--- src/common/crsf_pkg.sv ---
package crsf_pkg;

  // apb word offsets
  localparam logic [7:0] OFS_GPR_BASE = 8'h00; // eight words to 8'h1c
  localparam logic [7:0] OFS_SEG_BASE = 8'h20; // four words to 8'h2c
  localparam logic [7:0] OFS_FLAGS    = 8'h30;
  localparam logic [7:0] OFS_PCB      = 8'h34;

  // general register indices
  localparam logic [2:0] GPR_ACC   = 3'h0; // accumulator_word
  localparam logic [2:0] GPR_COUNT = 3'h1; // count_word
  localparam logic [2:0] GPR_IO    = 3'h2; // io_port_word
  localparam logic [2:0] GPR_BASE  = 3'h3; // translate_base_word
  localparam logic [2:0] GPR_SPLIT = 3'h4; // below this, byte halves exist

  // segment register indices
  localparam logic [1:0] SEG_CODE  = 2'h0;
  localparam logic [1:0] SEG_DATA  = 2'h1;
  localparam logic [1:0] SEG_STACK = 2'h2;
  localparam logic [1:0] SEG_EXTRA = 2'h3;

  // status word bit positions
  localparam int FLG_CARRY = 0;
  localparam int FLG_PAR   = 2;
  localparam int FLG_AUX   = 4;
  localparam int FLG_ZERO  = 6;
  localparam int FLG_SIGN  = 7;
  localparam int FLG_STEP  = 8;
  localparam int FLG_IEN   = 9;
  localparam int FLG_DIR   = 10;
  localparam int FLG_OVF   = 11;
  localparam logic [15:0] FLAGS_RW_MASK = 16'h0fd5;

  // reset values
  localparam logic [15:0] CODE_SEG_RESET = 16'hffff;
  localparam logic [15:0] SEG_RESET      = 16'h0000;
  localparam logic [15:0] IP_RESET       = 16'h0000;
  localparam logic [15:0] FLAGS_RESET    = 16'h0000;
  // relocation word: bit 12 memory space, bits 11:0 base bits 19:8
  localparam int          PCB_MEM_BIT    = 12;
  localparam logic [12:0] PCB_RESET      = 13'h00ff;
  localparam logic [12:0] PCB_RW_MASK    = 13'h1fff;

  // flag commands from the sequencer
  typedef enum logic [2:0] {
    CRSF_CMD_NONE, CRSF_CMD_SET_DIR, CRSF_CMD_CLR_DIR,
    CRSF_CMD_SET_IEN, CRSF_CMD_CLR_IEN
  } crsf_cmd_t;

  typedef struct packed {
    logic        psel;
    logic        penable;
    logic        pwrite;
    logic [7:0]  paddr;
    logic [31:0] pwdata;
  } crsf_apb_req_t;

  typedef struct packed {
    logic [31:0] prdata;
    logic        pready;
    logic        pslverr;
  } crsf_apb_rsp_t;

  typedef struct packed {
    logic        en;
    logic [2:0]  sel;
    logic        byte_op;
    logic        high;
    logic [15:0] data;
  } crsf_gpr_wr_t;

  typedef struct packed {
    logic        valid;
    logic        sub;
    logic        use_carry;
    logic        byte_op;
    logic [15:0] op_a;
    logic [15:0] op_b;
  } crsf_alu_req_t;

  typedef struct packed {
    logic [7:0][15:0] gpr;
    logic [3:0][15:0] seg;
    logic [15:0]      ip;
    logic [15:0]      flags;
    logic [12:0]      peripheral_control_block;
    logic             step_skip;
    logic             trap;
    logic [19:0]      phys;
    logic             phys_valid;
    logic [15:0]      alu_res;
    logic             alu_valid;
    logic [31:0]      prdata;
    logic             pslverr;
    logic [1:0]       irq_sync;
  } crsf_state_t;

  // segment shifted by four plus offset, carry past bit 19 dropped
  function automatic logic [19:0] crsf_phys(input logic [15:0] seg,
                                            input logic [15:0] off);
    crsf_phys = {seg, 4'h0} + {4'h0, off};
  endfunction : crsf_phys

endpackage : crsf_pkg

--- src/rtl/crsf_regs.sv ---
`timescale 1ns/1ps

// Behaviour
// - eight 16-bit registers; first four also writable as byte halves
// - four 16-bit segment bases: code, data, stack, extra
// - code segment resets to ffff and serves as fetch base
// - data, stack and extra segments reset to zero
// - instruction pointer resets to zero, first fetch at ffff0
// - no bus path to the pointer; only fetch logic moves it
// - overflow flag bit 11 set on signed overflow
// - direction flag bit 10 set means string addresses step up
// - interrupt enable bit 9 gates maskable requests
// - step flag bit 8 traps per instruction, delayed after pop
// - sign flag bit 7 copies result msb
// - zero flag bit 6 set when result is zero
// - aux carry bit 4 marks carry or borrow at low nibble
// - parity bit 2 set when low result byte has even ones
// - carry bit 0 marks carry out or borrow into msb
// - count low byte gives shift amount, full word gives loops
// - io word gives port address, pairs with accumulator for mul/div
// - 20-bit physical address from segment and offset
// - control block base ff00 in io space until relocated
module crsf_regs
  import crsf_pkg::*;
(
  // clock and reset
  input  wire logic          clock,
  input  wire logic          reset,
  // register bus
  input  wire crsf_apb_req_t apb_req,
  output crsf_apb_rsp_t      apb_rsp,
  // general register ports
  input  wire crsf_gpr_wr_t  gpr_wr,
  input  wire logic [2:0]    gpr_rd_sel,
  input  wire logic          gpr_rd_byte,
  input  wire logic          gpr_rd_high,
  output logic [15:0]        gpr_rd_data,
  input  wire logic          muldiv_wr,
  input  wire logic [15:0]   muldiv_lo,
  input  wire logic [15:0]   muldiv_hi,
  // segment write and address generation
  input  wire logic          seg_wr_en,
  input  wire logic [1:0]    seg_wr_sel,
  input  wire logic [15:0]   seg_wr_data,
  input  wire logic          agu_valid,
  input  wire logic [1:0]    agu_seg_sel,
  input  wire logic [15:0]   agu_offset,
  output logic [19:0]        phys_addr,
  output logic               phys_valid,
  // fetch pointer
  input  wire logic          ip_adv_en,
  input  wire logic [2:0]    ip_adv_len,
  input  wire logic          ip_load_en,
  input  wire logic [15:0]   ip_load_val,
  output logic [19:0]        fetch_addr,
  // arithmetic and flags
  input  wire crsf_alu_req_t alu_req,
  output logic [15:0]        alu_result,
  output logic               alu_valid,
  input  wire crsf_cmd_t     flag_cmd,
  input  wire logic          flags_pop_en,
  input  wire logic [15:0]   flags_pop_data,
  input  wire logic          instr_done,
  output logic [15:0]        flags_word,
  output logic               step_trap,
  // interrupt gating and operand taps
  input  wire logic          maskable_irq,
  output logic               irq_accept,
  output logic               string_addr_up,
  output logic [7:0]         shift_count_byte,
  output logic [15:0]        loop_count,
  output logic [15:0]        io_port_addr,
  // control block placement
  output logic               pcb_in_memory,
  output logic [19:0]        pcb_base
);

  crsf_state_t q;
  crsf_state_t d;

  // bus phase and decode
  logic        apb_setup;
  logic        apb_write;
  logic        hit_gpr;
  logic        hit_seg;
  logic        hit_flags;
  logic        hit_pcb;
  logic        hit_any;
  logic [2:0]  idx_gpr;
  logic [1:0]  idx_seg;

  assign apb_setup = apb_req.psel & ~apb_req.penable;
  assign apb_write = apb_req.psel & apb_req.penable & apb_req.pwrite;
  assign idx_gpr   = apb_req.paddr[4:2];
  assign idx_seg   = apb_req.paddr[3:2];
  assign hit_gpr   = apb_req.paddr[7:5] == OFS_GPR_BASE[7:5]
                     && apb_req.paddr[1:0] == 2'h0;
  assign hit_seg   = apb_req.paddr[7:4] == OFS_SEG_BASE[7:4]
                     && apb_req.paddr[1:0] == 2'h0;
  assign hit_flags = apb_req.paddr == OFS_FLAGS;
  assign hit_pcb   = apb_req.paddr == OFS_PCB;
  assign hit_any   = hit_gpr | hit_seg | hit_flags | hit_pcb;

  // adder operands, widened so both widths share one carry chain
  logic [16:0] wa;
  logic [16:0] wb;
  logic [16:0] sum;
  logic        cin;
  logic        res_msb;
  logic        a_msb;
  logic        b_msb;
  logic        ovf;
  logic        cy;

  always_comb begin
    cin = alu_req.use_carry & q.flags[FLG_CARRY];
    if (alu_req.byte_op) begin
      wa = {9'h0, alu_req.op_a[7:0]};
      wb = {9'h0, alu_req.op_b[7:0]};
    end else begin
      wa = {1'b0, alu_req.op_a};
      wb = {1'b0, alu_req.op_b};
    end
    if (alu_req.sub) begin
      sum = wa - wb - {16'h0000, cin};
    end else begin
      sum = wa + wb + {16'h0000, cin};
    end
    res_msb = alu_req.byte_op ? sum[7] : sum[15];
    a_msb   = alu_req.byte_op ? wa[7] : wa[15];
    b_msb   = alu_req.byte_op ? wb[7] : wb[15];
    cy      = alu_req.byte_op ? sum[8] : sum[16];
    if (alu_req.sub) begin
      ovf = (a_msb != b_msb) && (res_msb != a_msb);
    end else begin
      ovf = (a_msb == b_msb) && (res_msb != a_msb);
    end
  end

  // next-state: bus first, then datapath writes override
  always_comb begin
    d = q;
    d.irq_sync = {q.irq_sync[0], maskable_irq};
    d.trap = 1'b0;
    d.phys_valid = 1'b0;
    d.alu_valid = 1'b0;

    // read data is latched in setup so it is steady in access
    if (apb_setup) begin
      d.prdata = 32'h0000_0000;
      d.pslverr = ~hit_any;
      if (hit_gpr) begin
        d.prdata = {16'h0000, q.gpr[idx_gpr]};
      end else if (hit_seg) begin
        d.prdata = {16'h0000, q.seg[idx_seg]};
      end else if (hit_flags) begin
        d.prdata = {16'h0000, q.flags & FLAGS_RW_MASK};
      end else if (hit_pcb) begin
        d.prdata = {19'h0, q.peripheral_control_block};
      end
    end

    // bus writes; unmapped writes change nothing
    if (apb_write) begin
      if (hit_gpr) begin
        d.gpr[idx_gpr] = apb_req.pwdata[15:0];
      end else if (hit_seg) begin
        d.seg[idx_seg] = apb_req.pwdata[15:0];
      end else if (hit_flags) begin
        d.flags = apb_req.pwdata[15:0] & FLAGS_RW_MASK;
      end else if (hit_pcb) begin
        d.peripheral_control_block = apb_req.pwdata[12:0] & PCB_RW_MASK;
      end
    end

    if (gpr_wr.en) begin
      if (!gpr_wr.byte_op) begin
        d.gpr[gpr_wr.sel] = gpr_wr.data;
      end else if (gpr_wr.sel < GPR_SPLIT) begin
        if (gpr_wr.high) begin
          d.gpr[gpr_wr.sel][15:8] = gpr_wr.data[7:0];
        end else begin
          d.gpr[gpr_wr.sel][7:0] = gpr_wr.data[7:0];
        end
      end
    end

    if (muldiv_wr) begin
      d.gpr[GPR_ACC] = muldiv_lo;
      d.gpr[GPR_IO]  = muldiv_hi;
    end

    if (seg_wr_en) begin
      d.seg[seg_wr_sel] = seg_wr_data;
    end

    // pointer moved only by fetch and branch logic
    if (ip_load_en) begin
      d.ip = ip_load_val;
    end else if (ip_adv_en) begin
      d.ip = q.ip + {13'h0, ip_adv_len};
    end

    if (agu_valid) begin
      d.phys = crsf_phys(q.seg[agu_seg_sel], agu_offset);
      d.phys_valid = 1'b1;
    end

    case (flag_cmd)
      CRSF_CMD_SET_DIR: d.flags[FLG_DIR] = 1'b1;
      CRSF_CMD_CLR_DIR: d.flags[FLG_DIR] = 1'b0;
      CRSF_CMD_SET_IEN: d.flags[FLG_IEN] = 1'b1;
      CRSF_CMD_CLR_IEN: d.flags[FLG_IEN] = 1'b0;
      default: ;
    endcase

    // pop restores the word and may defer the first trap
    if (flags_pop_en) begin
      d.flags = flags_pop_data & FLAGS_RW_MASK;
    end
    if (flags_pop_en && !instr_done && !q.flags[FLG_STEP]
        && flags_pop_data[FLG_STEP]) begin
      d.step_skip = 1'b1;
    end else if (instr_done) begin
      d.step_skip = 1'b0;
    end
    // trap at end of each traced instruction unless a pop deferred it
    d.trap = instr_done & q.flags[FLG_STEP] & ~q.step_skip;

    // arithmetic status wins over any other write in the same cycle
    if (alu_req.valid) begin
      d.alu_res = alu_req.byte_op ? {8'h00, sum[7:0]} : sum[15:0];
      d.alu_valid = 1'b1;
      d.flags[FLG_CARRY] = cy;
      d.flags[FLG_OVF] = ovf;
      d.flags[FLG_SIGN] = res_msb;
      d.flags[FLG_ZERO] = alu_req.byte_op ? (sum[7:0] == 8'h00)
                                          : (sum[15:0] == 16'h0000);
      // nibble carry from the operand and sum bits
      d.flags[FLG_AUX] = wa[4] ^ wb[4] ^ sum[4];
      // even parity of the low byte
      d.flags[FLG_PAR] = ~^sum[7:0];
    end
  end

  // single state register
  always_ff @(posedge clock) begin
    if (reset) begin
      q <= '0;
      q.seg[SEG_CODE] <= CODE_SEG_RESET;
      q.seg[SEG_DATA] <= SEG_RESET;
      q.seg[SEG_STACK] <= SEG_RESET;
      q.seg[SEG_EXTRA] <= SEG_RESET;
      q.ip <= IP_RESET;
      q.flags <= FLAGS_RESET;
      q.peripheral_control_block <= PCB_RESET;
    end else begin
      q <= d;
    end
  end

  // bus answer: zero wait states
  assign apb_rsp.prdata  = q.prdata;
  assign apb_rsp.pready  = 1'b1;
  assign apb_rsp.pslverr = q.pslverr & apb_req.psel & apb_req.penable;

  always_comb begin
    if (gpr_rd_byte && gpr_rd_sel < GPR_SPLIT) begin
      gpr_rd_data = gpr_rd_high ? {8'h00, q.gpr[gpr_rd_sel][15:8]}
                                : {8'h00, q.gpr[gpr_rd_sel][7:0]};
    end else begin
      gpr_rd_data = q.gpr[gpr_rd_sel];
    end
  end

  // shift amount and loop count taps
  assign shift_count_byte = q.gpr[GPR_COUNT][7:0];
  assign loop_count       = q.gpr[GPR_COUNT];
  assign io_port_addr     = q.gpr[GPR_IO];

  // fetch address from code segment and pointer
  assign fetch_addr = crsf_phys(q.seg[SEG_CODE], q.ip);
  assign phys_addr  = q.phys;
  assign phys_valid = q.phys_valid;

  assign alu_result = q.alu_res;
  assign alu_valid  = q.alu_valid;
  assign flags_word = q.flags;
  assign step_trap  = q.trap;

  // masked request gating after the synchroniser
  assign irq_accept = q.irq_sync[1] & q.flags[FLG_IEN];
  assign string_addr_up = q.flags[FLG_DIR];

  // control block placement; io space keeps base bits 19:16 as written
  assign pcb_in_memory = q.peripheral_control_block[PCB_MEM_BIT];
  assign pcb_base      = {q.peripheral_control_block[11:0], 8'h00};

endmodule : crsf_regs

--- config.mk ---
export PLATFORM = sky130hd
export DESIGN_NAME = crsf_regs
export DESIGN_NICKNAME = d
export VERILOG_FILES = /design/src/common/crsf_pkg.sv /design/src/rtl/crsf_regs.sv
export SDC_FILE = /design/constraint.sdc
export NUM_CORES = 1
export LEC_CHECK = 0
export ABC_AREA = 0
export BUFFER_PORTS_ARGS = -buffer_cell sky130_fd_sc_hd__buf_4
export CAP_MARGIN = 20
export CORE_MARGIN = 2
export CORE_UTILIZATION = 45
export CTS_BUF_LIST = sky130_fd_sc_hd__clkbuf_4 sky130_fd_sc_hd__clkbuf_8 sky130_fd_sc_hd__clkbuf_16
export CTS_CLUSTER_SIZE = 30
export DETAILED_ROUTE_END_ITERATION = 16
export HOLD_SLACK_MARGIN = 0.03
export PLACE_DENSITY = 0.67
export RECOVER_POWER = 50
export SYNTH_ARGS = -nofsm -noshare
export SYNTH_HDL_FRONTEND = slang
export SYNTH_SLANG_ARGS = --single-unit
--- constraint.sdc ---
create_clock -name clock -period 5.45 [get_ports clock]
set_input_delay 0.545 -clock clock [delete_from_list [all_inputs] [get_ports clock]]
set_output_delay 0.545 -clock clock [all_outputs]
set_load 0.03 [all_outputs]
; Word level (Yosys, flattened, before mapping)
; Cells that the tools add are included.
[totals]
regBits = 305
inputBits = 222
out_inout_bits = 188
elab_cells = 191
[classes]
n_addsub = 7
order_cmp = 12
eq_ne = 18
n_mux = 73
n_bitwise = 20
reduce_logical = 34
[ops]
columns = op, count
row1 = $mux 128, 5
row2 = $bwmux 128, 4
row3 = $mux 16, 19
row4 = $demux 16 s3, 4
row5 = $mux 192, 1
row6 = $mux 64, 3
row7 = $bwmux 64, 2
row8 = $bmux 16 s3, 2
row9 = $mux 25, 3
row10 = $bmux 16 s2, 2
row11 = $demux 16 s2, 2
row12 = $mux 13, 4
row13 = $add 20x16->20, 2
row14 = $mux 12, 2
row15 = $add 17x1->17, 1
row16 = $add 17x17->17, 1
row17 = $mux 17, 1
row18 = $sub 17x1->17, 1
row19 = $sub 17x17->17, 1
row20 = $add 16x3->16, 1
row21 = $eq 8x6->1 const B, 2
row22 = $logic_not 16->1, 1
row23 = $mux 8, 2
row24 = $ne 4x2->1 const B, 4
row25 = other kinds (31), 94

; Depth between registers and ports, before layout
[logic_depth]
ltp_word = 14
mapped_depth = 19
ltp_nobuf = 19

; Worst setup path before layout
; OpenSTA, ideal clock, no wires.
[synth_path]
path_type = input-to-reg
start = in alu_req[33] (netlist bit)
end = reg q (netlist bit flags_word[6])
setup_time_ns = 0.096
arrival_ns = 4.439
t_required_ns = 5.354
path_slack_ns = 0.916
path_stages = 19
n_path_buf = 0
cell_sequence = and2_1 > inv_1 > fa_1 > inv_1 > ha_1 > or2_2 > fa_1 > nand2b_1 > a31o_2 > a21oi_1 > xnor2_1 > nand2_1 > o21ai_0 > ha_1 > and3_1 > nand3_1 > a2111oi_0 > or4b_1 > o41ai_2
[synth_via]
elab_chain_len = 6
elab_cells_between_ends = 8
cone_classes = add/sub: 2 / mux: 3 / bitwise: 1 / reduce/logical: 2
[synth_rtl]
columns = element, line
row1 = "start, declared", crsf_regs.sv:57  ; input wire crsf_alu_req_t alu_req,
row2 = $and 1x1->1 *, crsf_regs.sv:116  ; cin = alu_req.use_carry & q.flags[FLG_CARRY];
row3 = $add 17x1->17 or $sub 17x1->17 (tied branches), "crsf_regs.sv:127, crsf_regs.sv:125"
row4 = $mux 17 *, crsf_regs.sv:124  ; if (alu_req.sub) begin
row5 = $logic_not 16->1 or $logic_not 8->1 (tied branches), "crsf_regs.sv:238, crsf_regs.sv:237"
row6 = $mux 1 *, crsf_regs.sv:237  ; d.flags[FLG_ZERO] = alu_req.byte_op ? (sum[7:0] == 8'h00)
row7 = $mux 2 *, crsf_regs.sv:231  ; if (alu_req.valid) begin
row8 = "end, declared", crsf_regs.sv:78  ; crsf_state_t q;
; Mark *: on every way between the ends. The rest lies on a longest branch, timed or not.
; A chain may end at the register's enable or synchronous reset.

; Worst setup path in the final report
[layout_path]
start = reg q (netlist bit flags_word[0])
end = reg q (netlist bit flags_word[6])
[layout_via]
elab_chain_len = 6
elab_cells_between_ends = 8
cone_classes = add/sub: 2 / mux: 3 / bitwise: 1 / reduce/logical: 2
[layout_rtl]
columns = element, line
row1 = $and 1x1->1 *, crsf_regs.sv:116
row2 = $add 17x1->17 or $sub 17x1->17 (tied branches), "crsf_regs.sv:127, crsf_regs.sv:125"
row3 = $mux 17 *, crsf_regs.sv:124
row4 = $logic_not 16->1 or $logic_not 8->1 (tied branches), "crsf_regs.sv:238, crsf_regs.sv:237"
row5 = $mux 1 *, crsf_regs.sv:237
row6 = $mux 2 *, crsf_regs.sv:231
; Marked as above.

==> summary.txt <==
Status
  • Status: complete, but fails checks
  • Violated checks: capacitance limit, slew limit

Clock tree
  • Sinks on Clock Net: 289
  • Max clock buf depth: 3
  • CTS tree: yes
  • Skew-Pair Late Insertion Delay: 0.56 ns
  • Hold buffers post-CTS: 0
  • Clk pin slew, worst setup/hold paths: 0.06 ns
  • H-tree level count: 2
  • CTS buffer count: 36
  • Post-CTS Resized: 0
  • # Post-CTS Setup Buffers: 0
  • CTS root buf: clkbuf_16

Routing
  • Final ANT Viol Nets: 0
  • Residual DRC: 0
  • WL per Instance: 22.5 um
  • Routed vias: 18.3k
  • Total wire length: 69500 um
  • Initial DRC count: 1733
  • Via-per-instance ratio: 5.90
  • Initial DRT Pass Iterations: 10

Die
  • Die area: 47700 um^2
  • Initial cell density of the core: 0.456
  • FP Rows: 78
  • IO Pins: 410
  • Core Box Area: 45400 um^2
  • Die Ht: 218 um
  • Die Wd: 218 um

Logic synthesis
  • Number of synthesized flops with an enable pin: 0
  • Top-area cell type share of the netlist area: 0.279
  • Synth area leader: dfxtp_1
  • Number of synthesized register bits: 289
  • Sequential element share of the synthesized area: 0.279
  • Post-synth top cells: nor2_1 (357), dfxtp_1 (289), mux2i_1 (229), buf_4 (155), clkbuf_1 (142)
  • FFs w/ async S/R, synth: 0
  • Top post-synthesis cells by area: dfxtp_1 (28%), mux2i_1 (11%), mux4_2 (10%), nor2_1 (6.5%), buf_4 (5.6%)
  • Number of synthesis warnings: 0
  • Top-count cell post-synth: nor2_1
  • Syn_area_per_cell: 8.80 um^2
  • Synthesized cell area: 20700 um^2
  • Mapped Cells: 2352
  • Post-synth cell types: 77
  • Main flop type after synthesis: dfxtp_1

Placement
  • RePlAce Congestion: 0.942
  • PortBufs: 354
  • Cells after DPL: 3028
  • Hpwl dp: 50000 um

Critical path
  • Reg-to-reg setup timing slack: 0.67 ns
  • Worst Setup End Kind: register
  • Critical Path, Cell by Cell: and2_1 -> inv_1 -> fa_1 -> inv_1 -> ha_1 -> or2_2 -> fa_1 -> nand2b_1 -> a31o_2 -> a21oi_1 -> xnor2_1 -> nand2_1 -> o21ai_0 -> ha_1 -> and3_1 -> nand3_1 -> a2111oi_0 -> or4b_1 -> o41ai_2
  • Buf/Inv on CP: 2
  • Crit-path max cell delay: 0.52 ns
  • Crit path max-delay family: simple AND/OR/NAND/NOR gates
  • Setup Crit Path Kind: reg -> reg
  • Worst EP arrival: 5.24 ns
  • Setup crit start kind: register
  • Worst-path maximum fanout: 3
  • WP data required: 5.90 ns
  • CP max-delay cell: fa_1

STA
  • Min cycle time layout: 4.78 ns
  • Relative slew slack: -0.876
  • Clk_skew: 0.0193 ns
  • Tcrit/Tclk final: 0.877
  • Max Slew Vio Count: 295
  • Worst Tran Pin Value: 2.81 ns
  • Hold Vio Cnt, Final: 0
  • Setup violations, final: 0
  • RSZ-0062 raised after global routing: no
  • Setup TNS: 0 ns
  • F_max: 209 MHz
  • Min Hold Slack: 0.153 ns

Final layout
  • Share of layout cells above drive strength 1: 0.187
  • Final nets: 2773
  • Area Overhead vs Synth: 12.5%
  • Cell Count, Final, Fillers Out: 3096
  • Fill cells: 4352

Power and ir drop
  • VDD IR max: 178 uV
  • Static Leakage: 9.77 nW
  • Power Dens Cells: 276 nW/um^2

GRT
  • All-layer global routing usage: 0.283
  • Largest net degree at the start of global routing: 124
  • Initial antenna violation count: 2
  • Grt ovf: 0
  • Global-route wire length before repair: 105000 um
  • Vias in the first global route: 17.7k

Run
  • MaxCap Viol Count: 3

Hold path
  • Hold Crit Class: in -> reg
[path summary, 6_finish.rpt]
| kind | from | end | cells after the start |
|---|---|---|---|
| setup / recovery | flags_word[0]$_SDFFE_PP0P_ | flags_word[6]$_SDFFE_PP0P_ | 19 |
| hold / removal | instr_done | q[74]$_SDFFE_PP0P_ | 2 |
| setup reg to reg | flags_word[0]$_SDFFE_PP0P_ | flags_word[6]$_SDFFE_PP0P_ | 19 |
| hold reg to reg | q[74]$_SDFFE_PP0P_ | step_trap$_SDFF_PP0_ | 1 |
[area by class of cell]
| type | instances | area, um^2 | area share |
|---|---|---|---|
| Timing Repair Buffer | 374 | 2330 | 0.100 |
| Inverter | 74 | 278 | 0.0119 |
| Multi-Input combinational cell | 1693 | 12900 | 0.553 |
| Clock inverter | 14 | 164 | 0.00704 |
| Sequential cell | 289 | 5790 | 0.249 |
| Antenna cell | 1 | 2.50 | 0.000107 |
| Tap cell | 600 | 751 | 0.0322 |
| Clock buffer | 51 | 1090 | 0.0469 |
[cell usage in the layout, fill, tap and decap left out, types with 8 or more instances in the layout]
cell type | synthesis | final
dfxtp_1 | 289 | 289
nand2_1 | 131 | 131
o22ai_1 | 28 | 28
ha_1 | 76 | 76
nand3_1 | 24 | 24
a311oi_1 | 19 | 19
a21o_1 | 11 | 11
xnor2_1 | 40 | 40
buf_4 | 155 | 242
mux2i_1 | 229 | 229
clkbuf_1 | 142 | 128
clkbuf_16 | 0 | 38
xor2_1 | 26 | 26
conb_1 | 2 | 32
a222oi_1 | 14 | 14
or3_1 | 9 | 9
inv_1 | 73 | 73
mux2_2 | 22 | 22
nor2_1 | 357 | 357
o21ai_0 | 46 | 46
o211ai_1 | 15 | 15
a211oi_1 | 120 | 120
or2_2 | 17 | 17
a31oi_1 | 16 | 16
clkinv_2 | 0 | 8
o22a_1 | 40 | 40
nor2b_1 | 49 | 48
nand2b_1 | 24 | 24
and3_1 | 12 | 12
a21oi_1 | 113 | 113
mux4_2 | 96 | 96
nor3_1 | 28 | 28
nand3b_1 | 11 | 11
[per-layer routing]
metal / global-route usage / routed length, um / vias up
li1: - / - / 8504
met1: 0.363 / 28000 / 8836
met2: 0.463 / 32700 / 804
met3: 0.0593 / 6380 / 133
met4: 0.114 / 2400 / 2
met5: 0 / 16 / -
[flip-flops by register name (all words and copies together), names as in the netlist]
register       flops
step_trap          1
apb_rsp           16
d                  1
flags_word         9
alu_result        16
io_port_addr      16
alu_valid          1
pcb_in_memory      1
q                179
pcb_base          12
loop_count        16
phys_valid         1
phys_addr         20
[where the power goes]
part	switching, mW	total, mW	leakage (nW)	internal, mW
Sequential	0.0892	2.31	2.36	2.22
Clock	1.01	2.55	0.635	1.55
Combinational	0.962	1.58	6.77	0.614
Total	2.06	6.44	9.77	4.38
[cell families after synthesis]
kind of cell	count (synthesis)	synth area share
XOR/XNOR	66	0.0279
AO/OA/AOI/OAI	464	0.155
buffers and inverters	400	0.104
multiplexers	347	0.227
other	2	0.000363
AND/OR/NAND/NOR	701	0.154
flip-flops	289	0.279
adder cells (fa/ha/maj)	83	0.0527
[stage by stage]
step                      worst slack [ns]  power [mW]  area, um^2   util
final                                0.668        6.44       23300  0.513
after global routing                 0.362        6.69       23300  0.513
after CTS                            0.696        6.51       23700  0.523
after detailed placement             0.454        3.96       22500  0.496
after global placement               0.539        3.93       22500  0.496
after floorplan                      0.916        3.51       20800      -
(Power assumes the default switching activity.)
